File: src/led_boost_pkg.sv
/*
 Constants for the three-channel LED boost selection block: register map,
 field positions, reset values and current-level codes.
 Assumes a 32-bit AHB-Lite register bus with word-aligned registers.
*/
package led_boost_pkg;

   // Register byte offsets
   localparam logic [7:0] CTRL_OFS = 8'h00;
   localparam logic [7:0] STATUS_OFS = 8'h04;

   // Control register fields
   localparam int CTRL_OVERRIDE_BIT = 0;
   localparam int CTRL_BOOST_BIT = 1;
   localparam logic [1:0] CTRL_RST = 2'h0;

   // Status register fields
   localparam int STAT_STROBE_LSB = 0;
   localparam int STAT_BOOST_BIT = 3;
   localparam int STAT_SWITCH_BIT = 4;
   localparam int STAT_GATE_LSB = 8;
   localparam int STAT_LEVEL_LSB = 16;

   // Channel order in every 3-bit vector: 0 red, 1 green, 2 blue
   localparam int NUM_CH = 3;

   // Current-level codes towards the external converter stage
   localparam logic [1:0] LEVEL_ZERO = 2'h0;
   localparam logic [1:0] LEVEL_BOOST = 2'h1;
   localparam logic [1:0] LEVEL_FULL = 2'h2;

   // AHB constants
   localparam logic [1:0] HTRANS_NONSEQ = 2'h2;
   localparam logic HRESP_OKAY = 1'h0;

endpackage

File: src/led_boost_select.sv
/*
 Three-channel boost selection logic with an AHB-Lite register slave.
 Per channel it drives a registered two-bit current level and a registered
 fast LED gate from the colour strobes and the boost enable.
 Assumes strobes and the boost switch arrive asynchronously from pins and
 that the display controller raises one strobe at a time.
*/
// Summary of operation
// - Each fast gate output high turns its LED on and low turns it off.
// - A channel whose strobe is high selects the full current level.
// - A channel whose strobe is low takes the level chosen by the boost enable.
// - With boost off and the strobe low the level is zero.
// - With boost on and the strobe low the level is the fixed boost level.
// - With boost on a channel level only ever takes the full or the boost code.
// - Red, green and blue each apply the same level selection to their own strobe.
// - With boost on the green gate is high whenever any strobe is high.
// - With boost off the green gate follows the green strobe.
// - Red and blue gates follow the same rule as green with their own strobe.
// - With boost off the gate itself shuts the LED off outside its strobe.
`timescale 1ns/1ps
module led_boost_select (
   input wire logic clk,
   input wire logic rst_n,
   input wire logic [2:0] color_strobe,
   input wire logic boost_enable_switch,
   input wire logic hsel,
   input wire logic [31:0] haddr,
   input wire logic [1:0] htrans,
   input wire logic hwrite,
   input wire logic [2:0] hsize,
   input wire logic [31:0] hwdata,
   input wire logic hready,
   output logic hreadyout,
   output logic hresp,
   output logic [31:0] hrdata,
   output logic [5:0] current_level_select,
   output logic [2:0] fast_led_gate
);

   logic [2:0] strobe_meta_ff;
   logic [2:0] strobe_ff;
   logic switch_meta_ff;
   logic switch_ff;
   logic [1:0] ctrl_ff;
   logic wr_pend_ff;
   logic [7:0] wr_addr_ff;
   logic [31:0] rdata_ff;
   logic [5:0] level_ff;
   logic [2:0] gate_ff;
   logic boost_on;
   logic any_strobe;
   logic [5:0] nxt_level;
   logic [2:0] nxt_gate;
   logic addr_phase;
   logic [31:0] nxt_rdata;
   logic [31:0] status_word;

   function automatic logic [1:0] level_of(input logic strobe, input logic boost);
      if (strobe) begin
         level_of = led_boost_pkg::LEVEL_FULL;
      end else if (boost) begin
         level_of = led_boost_pkg::LEVEL_BOOST;
      end else begin
         level_of = led_boost_pkg::LEVEL_ZERO;
      end
   endfunction

   // Pin synchronisers
   always_ff @(posedge clk or negedge rst_n) begin
      if (!rst_n) begin
         strobe_meta_ff <= 3'h0;
         strobe_ff <= 3'h0;
         switch_meta_ff <= 1'h0;
         switch_ff <= 1'h0;
      end else begin
         strobe_meta_ff <= color_strobe;
         strobe_ff <= strobe_meta_ff;
         switch_meta_ff <= boost_enable_switch;
         switch_ff <= switch_meta_ff;
      end
   end

   // Software may override the switch pin
   assign boost_on = ctrl_ff[led_boost_pkg::CTRL_OVERRIDE_BIT] ?
                     ctrl_ff[led_boost_pkg::CTRL_BOOST_BIT] : switch_ff;
   assign any_strobe = |strobe_ff;

   genvar ch;
   generate
      for (ch = 0; ch < led_boost_pkg::NUM_CH; ch++) begin : g_ch
         assign nxt_level[2*ch +: 2] = level_of(strobe_ff[ch], boost_on);
         assign nxt_gate[ch] = boost_on ? any_strobe : strobe_ff[ch];
      end
   endgenerate

   always_ff @(posedge clk or negedge rst_n) begin
      if (!rst_n) begin
         level_ff <= {3{led_boost_pkg::LEVEL_ZERO}};
         gate_ff <= 3'h0;
      end else begin
         level_ff <= nxt_level;
         gate_ff <= nxt_gate;
      end
   end

   assign current_level_select = level_ff;
   assign fast_led_gate = gate_ff;

   // AHB-Lite slave, zero wait states, always OKAY
   assign addr_phase = hsel && hready && (htrans == led_boost_pkg::HTRANS_NONSEQ);
   assign status_word = (32'(strobe_ff) << led_boost_pkg::STAT_STROBE_LSB) |
                        (32'(boost_on) << led_boost_pkg::STAT_BOOST_BIT) |
                        (32'(switch_ff) << led_boost_pkg::STAT_SWITCH_BIT) |
                        (32'(gate_ff) << led_boost_pkg::STAT_GATE_LSB) |
                        (32'(level_ff) << led_boost_pkg::STAT_LEVEL_LSB);
   assign nxt_rdata = (haddr[7:0] == led_boost_pkg::CTRL_OFS) ? {30'h0, ctrl_ff} :
                      (haddr[7:0] == led_boost_pkg::STATUS_OFS) ? status_word : 32'h0;

   always_ff @(posedge clk or negedge rst_n) begin
      if (!rst_n) begin
         wr_pend_ff <= 1'h0;
         wr_addr_ff <= 8'h0;
         rdata_ff <= 32'h0;
      end else begin
         wr_pend_ff <= addr_phase && hwrite;
         if (addr_phase) begin
            wr_addr_ff <= haddr[7:0];
         end
         if (addr_phase && !hwrite) begin
            rdata_ff <= nxt_rdata;
         end
      end
   end

   always_ff @(posedge clk or negedge rst_n) begin
      if (!rst_n) begin
         ctrl_ff <= led_boost_pkg::CTRL_RST;
      end else if (wr_pend_ff && wr_addr_ff == led_boost_pkg::CTRL_OFS) begin
         ctrl_ff <= hwdata[1:0];
      end
   end

   assign hreadyout = 1'h1;
   assign hresp = led_boost_pkg::HRESP_OKAY;
   assign hrdata = rdata_ff;

   // Checks
   property p_gate_on_off;
      @(posedge clk) disable iff (!rst_n)
         fast_led_gate[1] |-> ($past(boost_on) || $past(strobe_ff[1]));
   endproperty
   a_gate_on_off: assert property (p_gate_on_off) else $error("gate on without cause");

   property p_full_on_strobe;
      @(posedge clk) disable iff (!rst_n)
         strobe_ff[0] |=> current_level_select[1:0] == led_boost_pkg::LEVEL_FULL;
   endproperty
   a_full_on_strobe: assert property (p_full_on_strobe) else $error("red not full");

   property p_low_follows_boost;
      @(posedge clk) disable iff (!rst_n)
         !strobe_ff[2] |=> current_level_select[5:4] ==
            ($past(boost_on) ? led_boost_pkg::LEVEL_BOOST : led_boost_pkg::LEVEL_ZERO);
   endproperty
   a_low_follows_boost: assert property (p_low_follows_boost) else $error("blue low level");

   property p_zero_no_boost;
      @(posedge clk) disable iff (!rst_n)
         (!boost_on && !strobe_ff[1]) ##1 (!boost_on && !strobe_ff[1])
            |=> current_level_select[3:2] == led_boost_pkg::LEVEL_ZERO;
   endproperty
   a_zero_no_boost: assert property (p_zero_no_boost) else $error("green not zero");

   property p_boost_level;
      @(posedge clk) disable iff (!rst_n)
         (boost_on && !strobe_ff[0]) |=> current_level_select[1:0] == led_boost_pkg::LEVEL_BOOST;
   endproperty
   a_boost_level: assert property (p_boost_level) else $error("red not boost");

   property p_two_values;
      @(posedge clk) disable iff (!rst_n)
         $past(boost_on) |-> current_level_select[3:2] != led_boost_pkg::LEVEL_ZERO;
   endproperty
   a_two_values: assert property (p_two_values) else $error("green zero under boost");

   property p_green_or;
      @(posedge clk) disable iff (!rst_n)
         (boost_on && any_strobe) |=> fast_led_gate[1];
   endproperty
   a_green_or: assert property (p_green_or) else $error("green gate low under boost");

   property p_green_follow;
      @(posedge clk) disable iff (!rst_n)
         !boost_on |=> fast_led_gate[1] == $past(strobe_ff[1]);
   endproperty
   a_green_follow: assert property (p_green_follow) else $error("green gate mismatch");

   property p_blue_gate;
      @(posedge clk) disable iff (!rst_n)
         1'b1 |=> fast_led_gate[2] == ($past(boost_on) ? $past(any_strobe) : $past(strobe_ff[2]));
   endproperty
   a_blue_gate: assert property (p_blue_gate) else $error("blue gate mismatch");

   property p_off_outside;
      @(posedge clk) disable iff (!rst_n)
         (!boost_on && !strobe_ff[0])[*2] |-> !fast_led_gate[0];
   endproperty
   a_off_outside: assert property (p_off_outside) else $error("red gate on outside");

   property p_code_legal;
      @(posedge clk) disable iff (!rst_n)
         current_level_select[5:4] != 2'h3 ##1 current_level_select[1:0] != 2'h3;
   endproperty
   a_code_legal: assert property (p_code_legal) else $error("illegal level code");

   property p_full_g;
      @(posedge clk) disable iff (!rst_n)
         strobe_ff[1] |=> current_level_select[3:2] == led_boost_pkg::LEVEL_FULL;
   endproperty
   a_full_g: assert property (p_full_g) else $error("green not full");

   property p_full_b;
      @(posedge clk) disable iff (!rst_n)
         strobe_ff[2] |=> current_level_select[5:4] == led_boost_pkg::LEVEL_FULL;
   endproperty
   a_full_b: assert property (p_full_b) else $error("blue not full");

   property p_low_r;
      @(posedge clk) disable iff (!rst_n)
         !strobe_ff[0] |=> current_level_select[1:0] ==
            ($past(boost_on) ? led_boost_pkg::LEVEL_BOOST : led_boost_pkg::LEVEL_ZERO);
   endproperty
   a_low_r: assert property (p_low_r) else $error("red low level");

   property p_low_g;
      @(posedge clk) disable iff (!rst_n)
         !strobe_ff[1] |=> current_level_select[3:2] ==
            ($past(boost_on) ? led_boost_pkg::LEVEL_BOOST : led_boost_pkg::LEVEL_ZERO);
   endproperty
   a_low_g: assert property (p_low_g) else $error("green low level");

   property p_zero_r;
      @(posedge clk) disable iff (!rst_n)
         (!boost_on && !strobe_ff[0]) |=> current_level_select[1:0] == led_boost_pkg::LEVEL_ZERO;
   endproperty
   a_zero_r: assert property (p_zero_r) else $error("red not zero");

   property p_zero_b;
      @(posedge clk) disable iff (!rst_n)
         (!boost_on && !strobe_ff[2]) |=> current_level_select[5:4] == led_boost_pkg::LEVEL_ZERO;
   endproperty
   a_zero_b: assert property (p_zero_b) else $error("blue not zero");

   property p_boost_g;
      @(posedge clk) disable iff (!rst_n)
         (boost_on && !strobe_ff[1]) |=> current_level_select[3:2] == led_boost_pkg::LEVEL_BOOST;
   endproperty
   a_boost_g: assert property (p_boost_g) else $error("green not boost");

   property p_boost_b;
      @(posedge clk) disable iff (!rst_n)
         (boost_on && !strobe_ff[2]) |=> current_level_select[5:4] == led_boost_pkg::LEVEL_BOOST;
   endproperty
   a_boost_b: assert property (p_boost_b) else $error("blue not boost");

   property p_two_r;
      @(posedge clk) disable iff (!rst_n)
         $past(boost_on) |-> current_level_select[1:0] != led_boost_pkg::LEVEL_ZERO;
   endproperty
   a_two_r: assert property (p_two_r) else $error("red zero under boost");

   property p_two_b;
      @(posedge clk) disable iff (!rst_n)
         $past(boost_on) |-> current_level_select[5:4] != led_boost_pkg::LEVEL_ZERO;
   endproperty
   a_two_b: assert property (p_two_b) else $error("blue zero under boost");

   property p_same_ch;
      @(posedge clk) disable iff (!rst_n)
         (strobe_ff == 3'h0) |=> current_level_select == {3{current_level_select[1:0]}};
   endproperty
   a_same_ch: assert property (p_same_ch) else $error("channels differ in gap");

   property p_own_g;
      @(posedge clk) disable iff (!rst_n)
         (strobe_ff == 3'h1) |=> current_level_select[3:2] != led_boost_pkg::LEVEL_FULL;
   endproperty
   a_own_g: assert property (p_own_g) else $error("green full on red strobe");

   property p_red_or;
      @(posedge clk) disable iff (!rst_n)
         (boost_on && any_strobe) |=> fast_led_gate[0];
   endproperty
   a_red_or: assert property (p_red_or) else $error("red gate low under boost");

   property p_blue_or;
      @(posedge clk) disable iff (!rst_n)
         (boost_on && any_strobe) |=> fast_led_gate[2];
   endproperty
   a_blue_or: assert property (p_blue_or) else $error("blue gate low under boost");

   property p_red_follow;
      @(posedge clk) disable iff (!rst_n)
         !boost_on |=> fast_led_gate[0] == $past(strobe_ff[0]);
   endproperty
   a_red_follow: assert property (p_red_follow) else $error("red gate mismatch");

   property p_idle_off;
      @(posedge clk) disable iff (!rst_n)
         !any_strobe |=> fast_led_gate == 3'h0;
   endproperty
   a_idle_off: assert property (p_idle_off) else $error("gate on with no strobe");

   property p_code_g;
      @(posedge clk) disable iff (!rst_n)
         current_level_select[3:2] != 2'h3;
   endproperty
   a_code_g: assert property (p_code_g) else $error("illegal green code");

   property p_gate_cause_r;
      @(posedge clk) disable iff (!rst_n)
         fast_led_gate[0] |-> $past(any_strobe);
   endproperty
   a_gate_cause_r: assert property (p_gate_cause_r) else $error("red gate on without cause");

   property p_gate_cause_b;
      @(posedge clk) disable iff (!rst_n)
         fast_led_gate[2] |-> $past(any_strobe);
   endproperty
   a_gate_cause_b: assert property (p_gate_cause_b) else $error("blue gate on without cause");

   c_boost_cycle: cover property (@(posedge clk) disable iff (!rst_n)
      boost_on && strobe_ff[0] ##[1:20] boost_on && strobe_ff[1]);
   c_normal_cycle: cover property (@(posedge clk) disable iff (!rst_n)
      !boost_on && strobe_ff[2] ##1 !strobe_ff[2]);
   c_ctrl_write: cover property (@(posedge clk) disable iff (!rst_n)
      wr_pend_ff && wr_addr_ff == led_boost_pkg::CTRL_OFS);
   c_gap_boost: cover property (@(posedge clk) disable iff (!rst_n)
      boost_on && !any_strobe ##1 current_level_select == {3{led_boost_pkg::LEVEL_BOOST}});
   c_override: cover property (@(posedge clk) disable iff (!rst_n)
      ctrl_ff[led_boost_pkg::CTRL_OVERRIDE_BIT] &&
      (ctrl_ff[led_boost_pkg::CTRL_BOOST_BIT] != switch_ff));

endmodule

File: config.mk
export PLATFORM = sky130hd
export DESIGN_NAME = led_boost_select
export DESIGN_NICKNAME = d
export VERILOG_FILES = /design/src/led_boost_pkg.sv /design/src/led_boost_select.sv
export SDC_FILE = /design/constraint.sdc
export NUM_CORES = 1
export LEC_CHECK = 0
export ABC_AREA = 1
export BUFFER_PORTS_ARGS = -buffer_cell sky130_fd_sc_hd__buf_2
export CORE_MARGIN = 2
export CORE_UTILIZATION = 40
export CTS_CLUSTER_SIZE = 25
export DETAILED_ROUTE_END_ITERATION = 7
export PLACE_DENSITY = 0.81
export SLEW_MARGIN = 15
export SYNTH_ARGS = -nofsm -noshare
export SYNTH_HDL_FRONTEND = slang
export SYNTH_SLANG_ARGS = --single-unit
export TNS_END_PERCENT = 1
File: constraint.sdc
create_clock -name clk -period 1.05 [get_ports clk]
set_input_delay 0.0525 -clock clk [delete_from_list [all_inputs] [get_ports clk]]
set_output_delay 0.0525 -clock clk [all_outputs]
set_load 0.02 [all_outputs]
=== After elaboration in Yosys (flattened, before gate mapping) ===
Index checks and enable logic that the tools add are counted.

* Bits in registers: 60
* Input bits: 78
* Output and inout bits: 43

* Eq/ne operators: 2
* Mux-type cells: 10
* Bitwise operators: 4
* Reduce and logical (&&, ||, !) cells: 9

{| class="wikitable"
|+ Operators by type and width
! kind !! number
|-
| $mux W22 || 2
|-
| $or A11 B22 Y22 || 1
|-
| $logic_not A8 Y1 || 2
|-
| $or A5 B11 Y11 || 1
|-
| $eq A8 B3 Y1 const B || 1
|-
| $mux W2 || 3
|-
| $logic_and A1 B1 Y1 || 5
|-
| $mux W1 || 5
|-
| $or A4 B5 Y5 || 1
|-
| $or A3 B4 Y4 || 1
|-
| $reduce_or A3 Y1 || 1
|-
| $eq A2 B2 Y1 const B || 1
|-
| $logic_not A1 Y1 || 1
|}

=== Logic depth before layout (Yosys ltp) ===
Gate-level depths: netlist (run 1).

* Word-level depth: 7
* Depth in mapped cells: 8
* Mapped depth without buffers: 7

=== Least setup slack after synthesis (run 1) ===
OpenSTA, ideal clock, no wires.

* Path type: input to register
* Start: in hready
* End: reg rdata_ff[10] (netlist: hrdata[10])
* Library setup time: 0.118 ns
* Data arrival time: 0.754 ns
* Data required time: 0.932 ns
* Path slack: 0.178 ns
* Cell stages on the path: 8
* Path through: inv_1 nor2_2 nand3_4 nor2_8 inv_2 buf_6 nand2_1 nand2_1

* Cells in the longest elaborated chain, start to end: 3

{| class="wikitable"
|+ Ends and longest elaborated chain
! element !! line !! RTL
|-
| from (decl) || led_boost_select.sv:32 || <nowiki>input wire logic hready,</nowiki>
|-
| $logic_and A1 B1 Y1 (2 in series) || led_boost_select.sv:110 || <nowiki>assign addr_phase = hsel && hready && (htrans == led_boost_pkg::HTRANS_NONSEQ);</nowiki>
|-
| $logic_and A1 B1 Y1 || led_boost_select.sv:129 || <nowiki>if (addr_phase && !hwrite) begin</nowiki>
|-
| to (signal assigned) || led_boost_select.sv:130 || <nowiki>rdata_ff <= nxt_rdata;</nowiki>
|-
| to (decl) || led_boost_select.sv:47 || <nowiki>logic [31:0] rdata_ff;</nowiki>
|}

Every way passes these cells.
A chain may end at the register's enable or synchronous reset.

=== Worst setup path after layout (run 1) ===
* Start: reg wr_addr_ff[1]
* End: reg ctrl_ff[0]

* Cells in the longest elaborated chain, start to end: 2

{| class="wikitable"
|+ Ends and longest elaborated chain
! element !! line !! RTL
|-
| from (decl) || led_boost_select.sv:46 || <nowiki>logic [7:0] wr_addr_ff;</nowiki>
|-
| from (signal assigned) || led_boost_select.sv:127 || <nowiki>wr_addr_ff <= haddr[7:0];</nowiki>
|-
| $logic_not A8 Y1 || led_boost_select.sv:138 || <nowiki>end else if (wr_pend_ff && wr_addr_ff == led_boost_pkg::CTRL_OFS) begin</nowiki>
|-
| $logic_and A1 B1 Y1 || led_boost_select.sv:138 ||
|-
| to (signal assigned) || led_boost_select.sv:137 || <nowiki>ctrl_ff <= led_boost_pkg::CTRL_RST;</nowiki>
|-
| to (signal assigned) || led_boost_select.sv:139 || <nowiki>ctrl_ff <= hwdata[1:0];</nowiki>
|-
| to (decl) || led_boost_select.sv:44 || <nowiki>logic [1:0] ctrl_ff;</nowiki>
|}

Every way passes these cells.

==> results of run 1 <==
## worst paths after layout
path                                    from            end  cells after the start
max                            wr_addr_ff[1]     ctrl_ff[0]                      4
min in group asynchronous              rst_n     hrdata[18]                      3
min                                 haddr[5]  wr_addr_ff[5]                      3
min reg2reg                strobe_meta_ff[2]   strobe_ff[2]                      0
max reg2reg                    wr_addr_ff[1]     ctrl_ff[0]                      4
max in group asynchronous              rst_n   strobe_ff[2]                      3
## flip-flops by register name, indices dropped and copies added (netlist names)
register and cells:
hrdata 14, wr_addr_ff 8, current_level_select 6, fast_led_gate 3, strobe_ff 3, strobe_meta_ff 3, ctrl_ff 2, switch_ff 1
switch_meta_ff 1, wr_pend_ff 1
## critical path: cells and delay by family (launching register included)
family | cells | cell delay, ns
AND/OR/NAND/NOR | 3 | 0.37
flip-flops | 1 | 0.39
AO/OA/AOI/OAI | 1 | 0.09
## metal layers
metal	part of all wire (%)	vias up	global-route usage, %
met5	0	-	0
met4	0.77	0	6.41
met3	6.7	4	4.33
met2	47	41	20.1
met1	46	556	15.5
li1	-	644	-
## repair_timing
item                                    in CTS  in global routing
setup buffers                                0                  0
resized for setup                            0                  2
hold buffers                                 7                  0
endpoints found under the setup margin       0                  2
endpoints found under the hold margin       48                  0
## power by group through the flow
| stage | registers (mW) | clock network, mW | logic, mW |
|---|---|---|---|
| 3_3_place_gp | 1.90 | 0 | 0.559 |
| 3_5_place_dp | 1.91 | 0 | 0.574 |
| 6_report | 1.88 | 1.04 | 0.586 |
| 4_1_cts | 1.88 | 1.08 | 0.594 |
| 2_1_floorplan | 1.99 | 0 | 0.318 |
| 5_1_grt | 1.90 | 1.16 | 0.658 |
## stage by stage
step	cells	area, um^2	worst slack, ns	util, %	hold slack [ns]
2_1_floorplan	204	1820	0.178	-	-0.243
3_3_place_gp	281	1980	0.113	46.1	0.0382
3_5_place_dp	281	1980	0.0616	46.1	0.0399
4_1_cts	296	2140	0.0494	49.9	0.0139
5_1_grt	296	2150	-0.0204	50.0	0.0198
6_report	296	2150	0.0832	50.0	0.0192
## synth_stat cells
library cell,number
buf_2,1
buf_4,20
buf_6,2
clkbuf_1,1
conb_1,2
dfrtp_1,42
inv_1,13
inv_2,1
nand2_1,53
nand3_1,15
nand3_4,1
nor2_1,21
nor2_2,1
nor2_8,1
nor3_1,1
nor3_2,1
o21ai_0,10
## cell type report
cell class	count	area share, %
well taps	52	3.03
inverters	14	2.45
multi-input cells	124	25.1
repair buffers	56	16.0
flip-flops and latches	42	49.0
clock buffers	6	3.85
clock inverters	2	0.583
## logic make-up after synthesis
kind of cell	after synthesis
AND/OR/NAND/NOR	94
other	2
buffers and inverters	38
AO/OA/AOI/OAI	10
flip-flops	42
==> impl_metrics.yaml, run 1 <==
critical_path:
  crit_chain: "nor2_1 -> nand3_1 -> nor2_2 -> o21ai_0"
  endpoint_kind: "register"
  start_kind: "register"
  worstPathArrival_ns: 1.14
  cp_max_fo: 3
  r2r_slack_ns: 0.08
  crit_type: "register to register"
  max_stage_delay_ns: 0.39
  crit_slowest_cell: "dfrtp_1"
  critPathRequiredTime_ns: 1.22
run:
  drv_cap: 0
timing:
  finClkSkew_ns: 0.00556
  period_needed_ns: 0.967
  setup_viol: 0
  fmax_ghz: 1.03
  finalHoldViolCount: 0
  period_share_pct: 92.1
  finalSetupTns_ns: 0
  rsz0062_at_grt: "yes"
  finalMaxSlewViolations: 0
power_and_ir_drop:
  clock_power_share_pct: 29.7
  p_per_area_nw_per_um2: 1630
  p_seq_share_pct: 53.5
  total_power_mw: 3.51
  ir_drop_uv: 1010
  p_switching_mw: 0.999
  switching_share_pct: 28.5
  p_leak_nw: 1.21
  p_int_mw: 2.51
  combPwrFrac_pct: 16.7
drt:
  drt-initial-drc-count: 90
  via_per_inst: 4.21
  detail-route-antenna-nets: 0
  drt_wl_total_um: 2970
  drt_first_pass_iters: 4
  post_drt_wl_per_cell_um: 10.0
  drc: 0
  vias: 1245
floorplanning:
  die_area_um2: 4930
  fp-row-count: 24
  core_um2: 4290
  ios: 121
  die_height_um: 70.2
  die_width_um: 70.2
  start_util_pct: 40.9
cells_and_area:
  multi_input_area_um2: 539
  area_growth_pct: 22.3
  layout.cells.most_common: "nand2_1"
  antennaDiodeCount: 0
  fillers: 388
  layout_common_cells: "53 x nand2_1, 43 x buf_2, 42 x dfrtp_1, 20 x nor2_1, 20 x conb_1"
  final_layout_size_suffix_gt1_share_pct: 25.8
  nets: 321
  register_area_um2: 1050
global_routing:
  antenna_found_initial: 0
  grtUsageTotal_pct: 12.7
  grt_pass1_wl_um: 4860
  grt_pass1_vias: 1118
  gr-total-overflow: 0
  grt_max_degree: 43
cts:
  clk_latency_ns: 0.29
  cts_sinks: 42
  cts_tree: "done"
  clock_path_buffers: 2
  numCtsBuffers: 5
  path_clk_slew_ns: 0.08
  cts_root_buffer: "clkbuf_8"
  htree_levels: 2
synthesis:
  synth_cell_types: 17
  synth_compound_area_share_pct: 2.85
  synth-simple-area-share_pct: 23.5
  syn_inst: 186
  synth_top_family_by_area: "simple AND/OR/NAND/NOR gates"
  yosysTopAreaCell: "dfrtp_1"
  yosysWarnings: 0
  synth_area_um2: 1750
  syn_area_per_cell_um2: 9.43
  synth-seq-cells: 42
  synth_mux_area_share_pct: 0
  synth_top_cells_by_area: "dfrtp_1 60%, nand2_1 11%, buf_4 8.6%, nor2_1 4.5%, nand3_1 4.3%"
  synth_fa_ha_area_share_pct: 0
  yosysTopAreaCellShare_pct: 59.9
  synthXorXnorAreaFrac_pct: 0
  ys_seq_area_share_pct: 59.9
worst_hold_path:
  hold_path_class: "input pin to register"
outcome:
  outcome: "finished clean"
placement:
  gp_congestion: 0.755
  port-buffer-count: 43
  dp_hpwl_um: 2190
Note: power is estimated with default switching activity, not from simulation.
==> inputs of run 2 (changes only) <==
--- a/config.mk
+++ b/config.mk
@@ -11,7 +11,7 @@
 export CORE_UTILIZATION = 40
 export CTS_CLUSTER_SIZE = 25
 export DETAILED_ROUTE_END_ITERATION = 7
-export PLACE_DENSITY = 0.81
+export PLACE_DENSITY = 0.78
 export SLEW_MARGIN = 15
 export SYNTH_ARGS = -nofsm -noshare
 export SYNTH_HDL_FRONTEND = slang
==> run 2 against run 1 <==
  * Clock skew decreased by 0.0021 ns
  * Worst hold slack got worse by 0.0043 ns
  * Routed wire length increased by 1.7%
  * Critical path depth unchanged
  * Sequential share of layout area decreased by 0.28 points
  * Design area increased by 0.58%
  * Sequential power about the same
  * Clock-buffer cell count unchanged
  * Clock power decreased by 5%
  * Utilization increased by 0.29 points
  * Global-route usage increased by 0.94 points
  * Cell count unchanged
  * Highest routed layer unchanged
==> impl_metrics.yaml, run 2 (synthesized netlist as in run 1, its figures left out) <==
cells_and_area:
  nets: 323
  largest_reg_flops: 14
  antennaDiodeCount: 0
  final_layout_size_suffix_gt1_share_pct: 27.0
  instances_no_fill: 296
  layout.cells.most_common: "nand2_1"
  layout_common_cells: "53 x nand2_1, 43 x buf_2, 42 x dfrtp_1, 20 x conb_1, 18 x nor2_1"
  area_growth_pct: 23.0
global_routing:
  grt_pass1_vias: 1192
  grtUsageTotal_pct: 13.7
  antenna_found_initial: 0
  grt_pass1_wl_um: 5270
  grt_max_degree: 43
  gr-total-overflow: 0
floorplanning:
  core_um2: 4290
  fp-row-count: 24
  ios: 121
  die_width_um: 70.2
  die_height_um: 70.2
  start_util_pct: 40.9
  die_area_um2: 4930
critical_path:
  critPathRequiredTime_ns: 1.22
  endpoint_kind: "register"
  cp_max_fo: 3
  crit_type: "register to register"
  worstPathArrival_ns: 1.14
  start_kind: "register"
cts:
  cts_sinks: 42
  numCtsBuffers: 5
  path_clk_slew_ns: 0.07
  clk_latency_ns: 0.29
  htree_levels: 2
  clock_path_buffers: 2
  cts_root_buffer: "clkbuf_8"
  cts_tree: "done"
placement:
  port-buffer-count: 43
  dp_hpwl_um: 2210
  dp_cells: 282
  dpl_worst_slack_ns: 0.0669
  gp_congestion: 0.755
power_and_ir_drop:
  p_seq_share_pct: 54.1
  clock_power_share_pct: 28.4
  p_switching_mw: 0.978
  p_int_mw: 2.50
  p_leak_nw: 1.22
  switching_share_pct: 28.1
  ir_drop_uv: 1030
  combPwrFrac_pct: 17.6
  p_per_area_nw_per_um2: 1610
timing:
  finalSetupTns_ns: 0
  fmax_ghz: 1.04
  period_needed_ns: 0.965
  period_share_pct: 92.0
  layout_setup_ws_ns: 0.0845
  finalHoldViolCount: 0
  finClkSkew_ns: 0.00342
  setup_viol: 0
  finalMaxSlewViolations: 0
drt:
  via_per_inst: 4.22
  post_drt_wl_per_cell_um: 10.2
  drt-initial-drc-count: 60
  drc: 0
  vias: 1250
  drt_wl_total_um: 3020
  drt_first_pass_iters: 4
  detail-route-antenna-nets: 0
outcome:
  outcome: "finished clean"
run:
  drv_cap: 0
worst_hold_path:
  hold_path_class: "input pin to register"
## run 2: cell types whose count changed in the layout (fill, tap and decap cells not counted), sizes merged
cell / before / now
buf: 49 / 51
clkinvlp: 1 / 0
clkinv: 1 / 0
## run 2: repair_timing
action | 4_1_cts | 5_1_grt
endpoints found under the hold margin | 48 | 0
endpoints found under the setup margin | 0 | 2
gates resized for setup | 0 | 5
buffers inserted | 0 | 1
hold buffers | 7 | 0
## run 2: power groups by stage
stage / Clock (mW) / Combinational (mW) / Sequential (mW)
final: 0.987 / 0.612 / 1.88
after global routing: 1.08 / 0.690 / 1.91
after CTS: 1.02 / 0.598 / 1.88
after detailed placement: 0 / 0.576 / 1.91
after global placement: 0 / 0.569 / 1.90
after floorplan: 0 / 0.318 / 1.99
## run 2: metrics by stage
step                      hold WS, ns  area, um^2  utilization, %  total power, mW
final                          0.0149        2160            50.3             3.48
after global routing           0.0130        2160            50.3             3.68
after CTS                     0.00660        2140            49.8             3.50
after detailed placement       0.0396        1990            46.2             2.48
after global placement         0.0384        1990            46.2             2.47
after floorplan                -0.243        1820               -             2.31
## run 2: path summary, 6_finish.rpt
check,from,endpoint,slack [ns],cells past startpoint
worst max-delay path,wr_addr_ff[0],ctrl_ff[0],0.08,4
worst min-delay path,haddr[6],wr_addr_ff[6],0.01,3
worst max register to register,wr_addr_ff[0],ctrl_ff[0],0.08,4
worst min register to register,strobe_meta_ff[0],strobe_ff[0],0.35,0
max in group asynchronous,rst_n,strobe_ff[1],0.59,3
min in group asynchronous,rst_n,hrdata[18],0.27,3
## run 2: final cells by class
class,count,area [um^2]
flip-flops and latches,42,1050
fillers,407,2140
repair buffers,58,358
inverters,14,52.6
well taps,52,65.1
clock buffers,6,82.6
multi-input cells,124,549
## run 2: per-layer routing
layer / global-route usage [%] / vias to the layer above / wire (um)
li1: - / 647 / -
met1: 17.6 / 558 / 1350
met2: 20.9 / 40 / 1410
met3: 4.33 / 5 / 208
met4: 6.62 / 0 / 53
met5: 0 / - / 0
## run 2: critical path, stage by stage (launching register included)
cell and delay [ns]:
dfrtp_1 0.38, nor2_1 0.15, nand3_2 0.10, nor2_2 0.14
o21ai_0 0.08
==> inputs of run 3 (changes only) <==
--- a/config.mk
+++ b/config.mk
@@ -7,6 +7,7 @@
 export LEC_CHECK = 0
 export ABC_AREA = 1
 export BUFFER_PORTS_ARGS = -buffer_cell sky130_fd_sc_hd__buf_2
+export CORE_ASPECT_RATIO = 1.5
 export CORE_MARGIN = 2
 export CORE_UTILIZATION = 40
 export CTS_CLUSTER_SIZE = 25
==> run 3 against run 2 <==
  * Clock skew up 0.0021 ns
  * Register-to-register slack about the same
  * Design area down 0.41%
  * Sequential share of layout area up 0.20 points
  * Flip-flop and latch count unchanged
  * Setup slack better by 0.0042 ns
  * Critical path type unchanged
  * Largest cell class unchanged
==> impl_metrics.yaml, run 3 (synthesized netlist as in run 1, its figures left out) <==
outcome:
  outcome: "finished clean"
power_and_ir_drop:
  p_leak_nw: 1.22
  total_power_mw: 3.51
  ir_drop_uv: 990
  p_per_area_nw_per_um2: 1630
floorplanning:
  die_height_um: 85.1
  start_util_pct: 41.7
  fp-row-count: 29
  die_area_um2: 4940
  die_width_um: 58.1
  core_um2: 4210
  ios: 121
timing:
  fmax_ghz: 1.04
  rsz0062_at_grt: "yes"
  finalMaxSlewViolations: 0
  period_needed_ns: 0.961
  finClkSkew_ns: 0.00553
  period_share_pct: 91.6
  finalHoldViolCount: 0
  setup_viol: 0
  finalSetupTns_ns: 0
placement:
  dp_hpwl_um: 2190
  gp_congestion: 0.773
  port-buffer-count: 43
global_routing:
  grtUsageTotal_pct: 13.8
  gr-total-overflow: 0
  antenna_found_initial: 0
  grt_pass1_vias: 1264
  grt_pass1_wl_um: 5260
  grt_max_degree: 43
cts:
  htree_levels: 2
  path_clk_slew_ns: 0.07
  cts_root_buffer: "clkbuf_8"
  cts_tree: "done"
  numCtsBuffers: 5
  post_cts_buffers: 0
  clock_path_buffers: 2
  cts_sinks: 42
  clk_latency_ns: 0.29
critical_path:
  crit_type: "register to register"
  critPathRequiredTime_ns: 1.22
  worstPathArrival_ns: 1.13
  cp_max_fo: 3
  r2r_slack_ns: 0.09
  start_kind: "register"
  endpoint_kind: "register"
drt:
  via_per_inst: 4.43
  drt_wl_total_um: 2950
  post_drt_wl_per_cell_um: 10.1
  drt_first_pass_iters: 4
  detail-route-antenna-nets: 0
  drt-initial-drc-count: 55
  vias: 1288
  drc: 0
run:
  drv_cap: 0
cells_and_area:
  nets: 322
  layout_common_cells: "53 x nand2_1, 43 x buf_2, 42 x dfrtp_1, 20 x conb_1, 19 x nor2_1"
  final_layout_size_suffix_gt1_share_pct: 26.5
  largest_reg_flops: 14
  fillers: 422
  layout.cells.most_common: "nand2_1"
  antennaDiodeCount: 0
  area_growth_pct: 22.5
worst_hold_path:
  hold_path_class: "input pin to register"
==> run 3: cell type report <==
class	instances	area, um^2	area share (%)
clock inverters	1	5.00	0.233
well taps	46	57.6	2.68
inverters	14	52.6	2.44
multi-input cells	124	547	25.4
clock buffers	7	86.3	4.02
flip-flops and latches	42	1050	48.9
repair buffers	57	350	16.3
==> run 3: critical path: stages (launching register included) <==
cell and delay [ns]:
dfrtp_1 0.38, nor2_1 0.13, nand3_2 0.11, nor2_2 0.14, o21ai_0 0.08
==> run 3: path summary, 6_finish.rpt <==
kind / startpoint / end / cells after the start
worst max-delay path: wr_addr_ff[1] / ctrl_ff[0] / 4
worst min-delay path: haddr[5] / wr_addr_ff[5] / 3
worst max register to register: wr_addr_ff[1] / ctrl_ff[0] / 4
worst min register to register: switch_meta_ff / switch_ff / 0
max in group asynchronous: rst_n / strobe_ff[0] / 3
min in group asynchronous: rst_n / hrdata[18] / 3
==> run 3: what timing repair did <==
item                                   CTS  global route
endpoints found under the hold margin   48             0
setup endpoints to repair                0             2
gates resized for setup                  0             4
hold buffers                             7             0
==> run 3: metrics by stage <==
stage               utilization [%]  hold slack [ns]  worst slack [ns]  instances  cell area (um^2)
global placement               47.0           0.0380            0.0934        276              1980
global route                   51.1           0.0289          -0.00451        291              2150
finish                         51.1           0.0196            0.0887        291              2150
CTS                            50.8           0.0118            0.0868        291              2140
floorplan                         -           -0.243             0.178        204              1820
detailed placement             47.0           0.0424            0.0807        276              1980
==> run 3: where the power goes <==
| part | internal (mW) | switching, mW | leakage (nW) |
|---|---|---|---|
| Combinational | 0.198 | 0.404 | 0.646 |
| Sequential | 1.79 | 0.0896 | 0.528 |
| Clock | 0.530 | 0.498 | 0.0482 |
| Total | 2.52 | 0.992 | 1.22 |
==> run 3: layer usage <==
metal  up-vias  global-route usage [%]  wire length, um
met1       589                    14.6             1130
met2        46                    25.3             1590
met4         0                    5.07               44
li1        648                       -                -
met3         5                    3.81              191
met5         -                       0                0
